==> config.mk <==
export PLATFORM = sky130hd
export DESIGN_NAME = fdd_pins
export DESIGN_NICKNAME = d
export VERILOG_FILES = /design/src/design/fdd_pkg.sv /design/src/design/fdd_pins.sv
export VERILOG_INCLUDE_DIRS = /design/src /design/src/design
export SDC_FILE = /design/constraint.sdc
export NUM_CORES = 1
export LEC_CHECK = 0
export BUFFER_PORTS_ARGS = -buffer_cell sky130_fd_sc_hd__clkbuf_2
export CORE_UTILIZATION = 40
export DETAILED_ROUTE_END_ITERATION = 8
export GPL_ROUTABILITY_DRIVEN = 0
export MAX_ROUTING_LAYER = met4
export PLACE_DENSITY = 0.72
export SETUP_SLACK_MARGIN = 0.5
export SLEW_MARGIN = 5
export SYNTH_ARGS = -nofsm -noshare
export SYNTH_HDL_FRONTEND = slang
export SYNTH_SLANG_ARGS = --single-unit
==> constraint.sdc <==
create_clock -name CLK_IN -period 5.34 [get_ports CLK_IN]
set_clock_uncertainty 0.1 [all_clocks]
set_input_delay 1.068 -clock CLK_IN [delete_from_list [all_inputs] [get_ports CLK_IN]]
set_output_delay 1.068 -clock CLK_IN [all_outputs]
set_load 0.05 [all_outputs]
==> src/design/fdd_defines.svh <==
`ifndef FDD_DEFINES_SVH
`define FDD_DEFINES_SVH

`define FDD_OFS_DOUT      8'h00
`define FDD_OFS_FEN       8'h04
`define FDD_OFS_CCTL      8'h08
`define FDD_OFS_DRSEL     8'h0C
`define FDD_OFS_MODE      8'h10
`define FDD_OFS_STATA     8'h14

`define FDD_DOUT_SEL_LO   0
`define FDD_DOUT_SEL_HI   1
`define FDD_DOUT_DMAEN    3
`define FDD_DOUT_MTR_LO   4
`define FDD_FEN_ENC4      4
`define FDD_MODE_LO       0
`define FDD_MODE_HI       1
`define FDD_MODE_DOVR     4
`define FDD_MODE_DVAL     5
`define FDD_STA_UNIT2     0
`define FDD_STA_DRQ       1
`define FDD_STA_HEAD      2
`define FDD_STA_DENS      3

`define FDD_RST_BYTE      8'h00
`define FDD_RST_RATE      2'h0
`define FDD_RATE_500K     2'h0
`define FDD_RATE_1M       2'h3
`define FDD_SEL_NONE      2'h3

`endif

==> src/design/fdd_pkg.sv <==
package fdd_pkg;

	typedef enum logic [1:0] {
		FDD_MODE_AT  = 2'h0,
		FDD_MODE_M30 = 2'h1,
		FDD_MODE_PS  = 2'h2
	} fdd_mode_t;

	typedef enum logic [1:0] {
		FDD_DMA_IDLE = 2'h0,
		FDD_DMA_REQ  = 2'h1,
		FDD_DMA_XFER = 2'h2
	} fdd_dma_state_t;

	typedef struct packed {
		logic        psel;
		logic        penable;
		logic        pwrite;
		logic [7:0]  paddr;
		logic [31:0] pwdata;
	} fdd_apb_req_t;

	typedef struct packed {
		logic [31:0] prdata;
		logic        pready;
		logic        pslverr;
	} fdd_apb_rsp_t;

endpackage

==> src/design/fdd_pins.sv <==
// Design decisions made here: the register addresses and register access over APB.
`timescale 1ns/1ps
`include "fdd_defines.svh"

module fdd_pins #(
	parameter int ADDR_W = 8
) (
	input  wire logic                 CLK_IN,
	input  wire logic                 NRST_IN,
	input  wire fdd_pkg::fdd_apb_req_t APB_REQ_IN,
	output fdd_pkg::fdd_apb_rsp_t     APB_RSP_OUT,
	input  wire logic                 DACK_N_IN,
	input  wire logic                 RD_N_IN,
	input  wire logic                 WR_N_IN,
	input  wire logic                 AEN_IN,
	output logic                      DRQ_OUT,
	output logic                      DMA_RD_OUT,
	output logic                      DMA_WR_OUT,
	input  wire logic                 XFER_NEED_IN,
	input  wire logic                 SEEK_ACTIVE_IN,
	input  wire logic                 STEP_INWARD_IN,
	input  wire logic                 RW_ACTIVE_IN,
	input  wire logic                 DRIVE_CLASS_IN,
	input  wire logic                 SECOND_UNIT_PRESENT_IN,
	output logic                      DENSITY_SELECT_OUT,
	output logic                      STEP_HEADING_OUT,
	output logic [1:0]                DRIVE_SEL_N_OUT,
	output logic [1:0]                RATE_CODE_OUT
);

	if (ADDR_W < 5 || ADDR_W > 8) begin : g_bad_addr_w
		$error("fdd_pins: ADDR_W must be 5 to 8");
	end

	logic [7:0]              dout_reg;
	logic [7:0]              fen_reg;
	logic [1:0]              cctl_reg;
	logic [1:0]              drsel_reg;
	logic [7:0]              mode_reg;
	logic [1:0]              rate;
	logic                    pend;
	fdd_pkg::fdd_dma_state_t state;
	fdd_pkg::fdd_dma_state_t next_state;
	fdd_pkg::fdd_mode_t      mode;
	logic                    dma_en;
	logic                    ack_ok;
	logic                    strobe;
	logic                    wr_acc;
	logic                    rd_acc;
	logic [7:0]              addr;
	logic                    hit;
	logic [7:0]              stat_a;
	logic                    dens_hi;
	logic                    next_dens;
	logic [1:0]              next_sel_n;
	logic [1:0]              sel;
	logic                    mtr_on;

	assign addr   = APB_REQ_IN.paddr;
	assign wr_acc = APB_REQ_IN.psel & APB_REQ_IN.penable & APB_REQ_IN.pwrite;
	assign rd_acc = APB_REQ_IN.psel & APB_REQ_IN.penable & ~APB_REQ_IN.pwrite;
	assign hit    = (addr == `FDD_OFS_DOUT) || (addr == `FDD_OFS_FEN)
		|| (addr == `FDD_OFS_CCTL) || (addr == `FDD_OFS_DRSEL)
		|| (addr == `FDD_OFS_MODE) || (addr == `FDD_OFS_STATA);

	// compatibility mode; an unused code falls back to at_compat_mode behaviour
	always_comb begin
		case (mode_reg[`FDD_MODE_HI:`FDD_MODE_LO])
			2'h1:    mode = fdd_pkg::FDD_MODE_M30;
			2'h2:    mode = fdd_pkg::FDD_MODE_PS;
			default: mode = fdd_pkg::FDD_MODE_AT;
		endcase
	end

	// dma gate: bit 3 matters only outside ps_style_mode
	assign dma_en = (mode == fdd_pkg::FDD_MODE_PS) | dout_reg[`FDD_DOUT_DMAEN];
	assign ack_ok = ~DACK_N_IN & dma_en;
	// address and AEN play no part in the dma data path
	assign DMA_RD_OUT = ack_ok & ~RD_N_IN;
	assign DMA_WR_OUT = ack_ok & ~WR_N_IN;
	assign strobe     = DMA_RD_OUT | DMA_WR_OUT;

	// register writes
	always_ff @(posedge CLK_IN) begin
		if (!NRST_IN) begin
			dout_reg  <= `FDD_RST_BYTE;
			fen_reg   <= `FDD_RST_BYTE;
			cctl_reg  <= `FDD_RST_RATE;
			drsel_reg <= `FDD_RST_RATE;
			mode_reg  <= `FDD_RST_BYTE;
		end else if (wr_acc) begin
			case (addr)
				`FDD_OFS_DOUT:  dout_reg  <= APB_REQ_IN.pwdata[7:0];
				`FDD_OFS_FEN:   fen_reg   <= APB_REQ_IN.pwdata[7:0];
				`FDD_OFS_CCTL:  cctl_reg  <= APB_REQ_IN.pwdata[1:0];
				`FDD_OFS_DRSEL: drsel_reg <= APB_REQ_IN.pwdata[1:0];
				`FDD_OFS_MODE:  mode_reg  <= APB_REQ_IN.pwdata[7:0];
				default: ;
			endcase
		end
	end

	// rate follows whichever rate register was written last
	always_ff @(posedge CLK_IN) begin
		if (!NRST_IN)
			rate <= `FDD_RST_RATE;
		else if (wr_acc && (addr == `FDD_OFS_CCTL || addr == `FDD_OFS_DRSEL))
			rate <= APB_REQ_IN.pwdata[1:0];
	end
	assign RATE_CODE_OUT = rate;

	// status A
	always_comb begin
		stat_a = 8'h00;
		stat_a[`FDD_STA_UNIT2] = (mode == fdd_pkg::FDD_MODE_PS) & SECOND_UNIT_PRESENT_IN;
		stat_a[`FDD_STA_DRQ]   = DRQ_OUT;
		stat_a[`FDD_STA_HEAD]  = STEP_HEADING_OUT;
		stat_a[`FDD_STA_DENS]  = DENSITY_SELECT_OUT;
	end

	// apb read path, zero wait states
	always_comb begin
		APB_RSP_OUT.pready  = 1'b1;
		APB_RSP_OUT.pslverr = APB_REQ_IN.psel & APB_REQ_IN.penable & ~hit;
		APB_RSP_OUT.prdata  = 32'h0000_0000;
		if (rd_acc) begin
			case (addr)
				`FDD_OFS_DOUT:  APB_RSP_OUT.prdata = {24'h000000, dout_reg};
				`FDD_OFS_FEN:   APB_RSP_OUT.prdata = {24'h000000, fen_reg};
				`FDD_OFS_CCTL:  APB_RSP_OUT.prdata = {30'h0000_0000, cctl_reg};
				`FDD_OFS_DRSEL: APB_RSP_OUT.prdata = {30'h0000_0000, drsel_reg};
				`FDD_OFS_MODE:  APB_RSP_OUT.prdata = {24'h000000, mode_reg};
				`FDD_OFS_STATA: APB_RSP_OUT.prdata = {24'h000000, stat_a};
				default:        APB_RSP_OUT.prdata = 32'h0000_0000;
			endcase
		end
	end

	// dma request handshake
	always_comb begin
		case (state)
			fdd_pkg::FDD_DMA_IDLE: next_state = (XFER_NEED_IN | pend) ?
				fdd_pkg::FDD_DMA_REQ : fdd_pkg::FDD_DMA_IDLE;
			fdd_pkg::FDD_DMA_REQ:  next_state = strobe ?
				fdd_pkg::FDD_DMA_XFER : fdd_pkg::FDD_DMA_REQ;
			fdd_pkg::FDD_DMA_XFER: next_state = strobe ?
				fdd_pkg::FDD_DMA_XFER : fdd_pkg::FDD_DMA_IDLE;
			default:               next_state = fdd_pkg::FDD_DMA_IDLE;
		endcase
	end

	always_ff @(posedge CLK_IN) begin
		if (!NRST_IN)
			state <= fdd_pkg::FDD_DMA_IDLE;
		else
			state <= next_state;
	end

	// a need arriving while busy is kept; in idle pend clears even if a new need arrives, since that need goes straight to request
	always_ff @(posedge CLK_IN) begin
		if (!NRST_IN)
			pend <= 1'b0;
		else if (XFER_NEED_IN && state != fdd_pkg::FDD_DMA_IDLE)
			pend <= 1'b1;
		else if (state == fdd_pkg::FDD_DMA_IDLE)
			pend <= 1'b0;
	end

	assign DRQ_OUT = (state == fdd_pkg::FDD_DMA_REQ) & dma_en;

	// density level
	assign dens_hi = (rate == `FDD_RATE_500K) | (rate == `FDD_RATE_1M);
	always_comb begin
		if (mode_reg[`FDD_MODE_DOVR])
			next_dens = mode_reg[`FDD_MODE_DVAL];
		else
			next_dens = DRIVE_CLASS_IN ? dens_hi : ~dens_hi;
	end

	// drive selects
	assign sel    = dout_reg[`FDD_DOUT_SEL_HI:`FDD_DOUT_SEL_LO];
	assign mtr_on = dout_reg[`FDD_DOUT_MTR_LO + sel];
	always_comb begin
		if (fen_reg[`FDD_FEN_ENC4])
			next_sel_n = mtr_on ? ~sel : `FDD_SEL_NONE;
		else begin
			next_sel_n = `FDD_SEL_NONE;
			if (!sel[1] && mtr_on)
				next_sel_n[sel[0]] = 1'b0;
		end
	end

	always_ff @(posedge CLK_IN) begin
		if (!NRST_IN) begin
			DENSITY_SELECT_OUT <= 1'b0;
			STEP_HEADING_OUT   <= 1'b0;
			DRIVE_SEL_N_OUT    <= `FDD_SEL_NONE;
		end else begin
			DENSITY_SELECT_OUT <= next_dens;
			STEP_HEADING_OUT   <= SEEK_ACTIVE_IN & STEP_INWARD_IN & ~RW_ACTIVE_IN;
			DRIVE_SEL_N_OUT    <= next_sel_n;
		end
	end

	property p_ack_gate;
		@(posedge CLK_IN) disable iff (!NRST_IN)
		(mode != fdd_pkg::FDD_MODE_PS && !dout_reg[`FDD_DOUT_DMAEN]) |-> !DMA_RD_OUT && !DMA_WR_OUT;
	endproperty
	a_ack_gate: assert property (p_ack_gate) else $error("dma strobe while gated");

	property p_ps_ack;
		@(posedge CLK_IN) disable iff (!NRST_IN)
		(mode == fdd_pkg::FDD_MODE_PS && !DACK_N_IN && !(RD_N_IN && WR_N_IN)) |-> strobe;
	endproperty
	a_ps_ack: assert property (p_ps_ack) else $error("ps mode ack not honoured");

	property p_drq_gate;
		@(posedge CLK_IN) disable iff (!NRST_IN)
		DRQ_OUT |-> dma_en;
	endproperty
	a_drq_gate: assert property (p_drq_gate) else $error("request while gated");

	property p_drq_rise;
		@(posedge CLK_IN) disable iff (!NRST_IN)
		(state == fdd_pkg::FDD_DMA_IDLE && XFER_NEED_IN && dma_en) ##1 dma_en |-> DRQ_OUT;
	endproperty
	a_drq_rise: assert property (p_drq_rise) else $error("request late");

	property p_drq_drop;
		@(posedge CLK_IN) disable iff (!NRST_IN)
		(DRQ_OUT && strobe) |=> !DRQ_OUT;
	endproperty
	a_drq_drop: assert property (p_drq_drop) else $error("request not removed");

	property p_heading;
		@(posedge CLK_IN) disable iff (!NRST_IN)
		RW_ACTIVE_IN |=> !STEP_HEADING_OUT;
	endproperty
	a_heading: assert property (p_heading) else $error("heading active in read or write");

	property p_rate;
		@(posedge CLK_IN) disable iff (!NRST_IN)
		(wr_acc && addr == `FDD_OFS_DRSEL) |=> RATE_CODE_OUT == $past(APB_REQ_IN.pwdata[1:0]);
	endproperty
	a_rate: assert property (p_rate) else $error("rate code not from last write");

	property p_onesel;
		@(posedge CLK_IN) disable iff (!NRST_IN)
		!fen_reg[`FDD_FEN_ENC4] |=> DRIVE_SEL_N_OUT != 2'h0;
	endproperty
	a_onesel: assert property (p_onesel) else $error("two drives selected");

	property p_dens;
		@(posedge CLK_IN) disable iff (!NRST_IN)
		(!mode_reg[`FDD_MODE_DOVR] && dens_hi && DRIVE_CLASS_IN) |=> DENSITY_SELECT_OUT;
	endproperty
	a_dens: assert property (p_dens) else $error("density level wrong");

	property p_ack_idle;
		@(posedge CLK_IN) disable iff (!NRST_IN)
		DACK_N_IN |-> !DMA_RD_OUT && !DMA_WR_OUT;
	endproperty
	a_ack_idle: assert property (p_ack_idle) else $error("strobe without ack");

	property p_ack_wr;
		@(posedge CLK_IN) disable iff (!NRST_IN)
		(dma_en && !DACK_N_IN && !WR_N_IN) |-> DMA_WR_OUT;
	endproperty
	a_ack_wr: assert property (p_ack_wr) else $error("ack write lost");

	property p_aen_free;
		@(posedge CLK_IN) disable iff (!NRST_IN)
		(dma_en && !DACK_N_IN && !RD_N_IN && AEN_IN) |-> DMA_RD_OUT;
	endproperty
	a_aen_free: assert property (p_aen_free) else $error("aen blocked dma");

	property p_drq_mask;
		@(posedge CLK_IN) disable iff (!NRST_IN)
		(mode != fdd_pkg::FDD_MODE_PS && !dout_reg[`FDD_DOUT_DMAEN]) |-> !DRQ_OUT;
	endproperty
	a_drq_mask: assert property (p_drq_mask) else $error("request not masked");

	property p_ps_drq;
		@(posedge CLK_IN) disable iff (!NRST_IN)
		(mode == fdd_pkg::FDD_MODE_PS && state == fdd_pkg::FDD_DMA_REQ) |-> DRQ_OUT;
	endproperty
	a_ps_drq: assert property (p_ps_drq) else $error("ps request masked");

	property p_head_in;
		@(posedge CLK_IN) disable iff (!NRST_IN)
		(SEEK_ACTIVE_IN && STEP_INWARD_IN && !RW_ACTIVE_IN) |=> STEP_HEADING_OUT;
	endproperty
	a_head_in: assert property (p_head_in) else $error("heading not inward");

	property p_head_out;
		@(posedge CLK_IN) disable iff (!NRST_IN)
		!STEP_INWARD_IN |=> !STEP_HEADING_OUT;
	endproperty
	a_head_out: assert property (p_head_out) else $error("heading not outward");

	property p_dens_inv;
		@(posedge CLK_IN) disable iff (!NRST_IN)
		(!mode_reg[`FDD_MODE_DOVR] && dens_hi && !DRIVE_CLASS_IN) |=> !DENSITY_SELECT_OUT;
	endproperty
	a_dens_inv: assert property (p_dens_inv) else $error("density polarity wrong");

	property p_dens_ovr;
		@(posedge CLK_IN) disable iff (!NRST_IN)
		mode_reg[`FDD_MODE_DOVR] |=> DENSITY_SELECT_OUT == $past(mode_reg[`FDD_MODE_DVAL]);
	endproperty
	a_dens_ovr: assert property (p_dens_ovr) else $error("density override lost");

	property p_rate_cctl;
		@(posedge CLK_IN) disable iff (!NRST_IN)
		(wr_acc && addr == `FDD_OFS_CCTL) |=> RATE_CODE_OUT == $past(APB_REQ_IN.pwdata[1:0]);
	endproperty
	a_rate_cctl: assert property (p_rate_cctl) else $error("rate code not from write");

	property p_sel_off;
		@(posedge CLK_IN) disable iff (!NRST_IN)
		!mtr_on |=> DRIVE_SEL_N_OUT == `FDD_SEL_NONE;
	endproperty
	a_sel_off: assert property (p_sel_off) else $error("select without motor");

	property p_enc;
		@(posedge CLK_IN) disable iff (!NRST_IN)
		(fen_reg[`FDD_FEN_ENC4] && mtr_on) |=> DRIVE_SEL_N_OUT == ~$past(sel);
	endproperty
	a_enc: assert property (p_enc) else $error("encoded select wrong");

endmodule

==> results.py <==
metrics = {
    "worst_setup_path": {
        "worstPathRequired_ns": 4.17,
        "critical-path-max-stage-delay_ns": 0.55,
        "start_kind": "primary input",
        "cpMostUsedCell": "clkbuf_2",
        "arrival_ns": 2.71,
        "path_class": "in -> out",
        "critical-path-slowest-cell": "or4_4",
        "reg2regPathDepth": 4,
        "crit_fanout": 5,
        "path_cells": "clkbuf_2, or4_4, nor4_4, nand2_1, o22ai_1, clkbuf_2",
        "critical_path.endpoint_type": "output pin",
    },
    "finish": {
        "layoutNonFillerInstCount": 331,
        "syn_to_final_growth_pct": 12.25,
        "fin_util": 0.4667,
        "layout-drive-gt1-share": 0.2238,
        "finalInstanceArea_mm2": 0.002190,
        "nets": 331,
        "insertedDiodeCount": 0,
    },
    "floorplanning": {
        "fp.dieH_um": 71.83,
        "boundaryPins": 98,
        "rows": 25,
        "start_util": 0.4157,
        "fp.coreArea_mm2": 0.004692,
        "dieWidth_um": 71.83,
        "die_area_mm2": 0.005160,
    },
    "synthesis": {
        "synth_xor_xnor_area_share": 0.01347,
        "syn-mean-instance-area_um2": 8.301,
        "ys.flop_type": "dfxtp_1",
        "netlist_instances": 235,
        "ys_seq_area_frac": 0.3797,
        "yosysWarnings": 0,
        "synth_edf_count": 0,
        "synth_fa_ha_area_frac": 0,
        "synth_cell_types": 40,
        "synth_area_mm2": 0.001951,
        "muxShareOfSynthArea": 0.1001,
        "ys_ff_latch": 37,
        "synth_top_family_by_area": "simple AND/OR/NAND/NOR gates",
        "synth-simple-area-share": 0.2540,
        "synth_compound_area_frac": 0.1257,
        "async_flop_share": 0,
    },
    "clocking": {
        "htree_levels": 2,
        "cts.sinks": 37,
        "cts_hold_buf": 0,
        "clock_latency_ns": 0.28,
        "cts-root-buf": "clkbuf_8",
        "clkTransAtPathRegs_ns": 0.07,
        "cts_setup_buffers": 0,
        "cts_buffers": 5,
        "clock_path_buffers": 2,
        "cts_tree": "done",
        "cts.repair.resized": 0,
    },
    "routing": {
        "firstDrtPassIters": 4,
        "routed_wl_um": 4191,
        "drtIter0Drc": 132,
        "vias_per_cell": 5.106,
        "postRouteAntennaNets": 0,
        "drc": 0,
        "num_vias": 1690,
        "wl_per_cell_um": 12.66,
    },
    "sta": {
        "hold_viol": 0,
        "relSlewSlack": 0.4554,
        "setup_tns_ns": 0,
        "setup_viol": 0,
        "hold_ws_ns": 0.3613,
        "slew_viol_final": 0,
        "fin_crit_ns": 3.875,
        "worstMarginPinSlew_ns": 0.8169,
        "grt_setup_unrepaired": "false",
        "fin_crit_sh": 0.7257,
        "max_freq_mhz": 258.1,
    },
    "run_status": {
        "status": "complete, no violations",
    },
    "min_path": {
        "hold_path.class": "reg -> reg",
        "whs_path_depth": 2,
    },
    "power_and_ir_drop": {
        "power_density_mw_per_mm2": 249.8,
        "leakage_nw": 0.9417,
        "peakVddDrop_mv": 0.1508,
    },
    "grt": {
        "overflow": 0,
        "use_met2": 0.2589,
        "grt_use_met3": 0.03094,
        "grt_pass1_vias": 1504,
        "grtUsageTotal": 0.1801,
        "grt_pass1_wl_um": 7093,
        "top_usage_layer": "met2",
        "antenna_found_initial": 0,
        "grt_max_degree": 44,
        "gr-usage-met1": 0.2585,
    },
    "flow_run": {
        "drv_cap": 0,
    },
    "place": {
        "place_inst": 323,
        "io_buffers": 47,
        "place.detailed.hpwl_um": 2984,
        "placed_cell_area_mm2": 0.002107,
    },
}
-- per-stage QoR --
step	total power [mW]	setup WS, ns
6_report	0.5471	1.465
3_3_place_gp	0.3682	1.474
2_1_floorplan	0.3633	1.427
4_1_cts	0.5517	1.449
3_5_place_dp	0.3683	1.451
5_1_grt	0.5682	1.350
-- power by group --
group	total, mW	switching [mW]	internal [mW]
sequential	0.279	0.00144	0.277
combinational	0.0836	0.0673	0.0162
clock	0.185	0.0943	0.0903
-- cell usage after synthesis (3+ instances only) --
library cell / number / area, um^2
dfxtp_1: 37 / 740.7
and3_1: 4 / 25.02
buf_2: 3 / 15.01
buf_4: 25 / 187.7
clkbuf_1: 8 / 30.03
nand2_1: 25 / 93.84
o21ai_0: 25 / 125.1
a211oi_1: 3 / 22.52
nor2_1: 17 / 63.81
nand4_1: 3 / 18.77
mux2i_1: 15 / 150.1
a21oi_1: 5 / 25.02
o22ai_1: 3 / 18.77
nand3_1: 28 / 140.1
-- layout make-up --
| cell class | instances | area [um^2] |
|---|---|---|
| Timing Repair Buffer | 47 | 235.2 |
| Sequential cell | 37 | 740.7 |
| Fill cell | 476 | 2502 |
| Multi-Input combinational cell | 183 | 1056 |
| Tap cell | 54 | 67.56 |
| Clock buffer | 6 | 72.57 |
| Inverter | 2 | 7.507 |
| Clock inverter | 2 | 10.01 |
-- kinds of logic after synthesis --
logic type,after synthesis
simple gates,95
mux,17
compound gates,43
flops,37
xor+xnor,3
buf+inv,38
other cells,2
-- cells in the final DEF, fill, tap and decap left out, types with 3 or more instances in the layout --
master    Yosys  final
nand3_1      28     28
a21oi_1       5      5
nor2_1       17     17
mux2i_1      15     15
clkbuf_8      0      5
and3_1        4      4
nand2_1      25     25
o21ai_0      25     25
clkbuf_2      0     47
a211oi_1      3      3
dfxtp_1      37     37
nand4_1       3      3
o22ai_1       3      3
conb_1        2     25
-- per-layer routing --
| layer | share of wire | vias up | routed length (um) |
|---|---|---|---|
| met5 | 0 | - | 0 |
| met4 | 0.011 | 0 | 47 |
| met3 | 0.075 | 7 | 315 |
| met2 | 0.43 | 78 | 1786 |
| met1 | 0.49 | 744 | 2041 |
| li1 | - | 861 | - |
-- critical path: cells and delay by family --
kind                   cells  cell delay (ns)
AO/OA/AOI/OAI              1             0.17
AND/OR/NAND/NOR            3             1.05
buffers and inverters      2             0.41
-- worst paths after layout --
path	start	endpoint	slack, ns
worst min-delay path	drsel_reg[1]$_SDFFE_PN0P_	drsel_reg[1]$_SDFFE_PN0P_	0.36
worst min register to register	drsel_reg[1]$_SDFFE_PN0P_	drsel_reg[1]$_SDFFE_PN0P_	0.36
worst max-delay path	APB_REQ_IN[37]	APB_RSP_OUT[3]	1.46
worst max register to register	mode_reg[1]$_SDFFE_PN0P_	state[0]$_SDFF_PN0_	3.99
No activity file was read; power rests on OpenSTA's default activity.
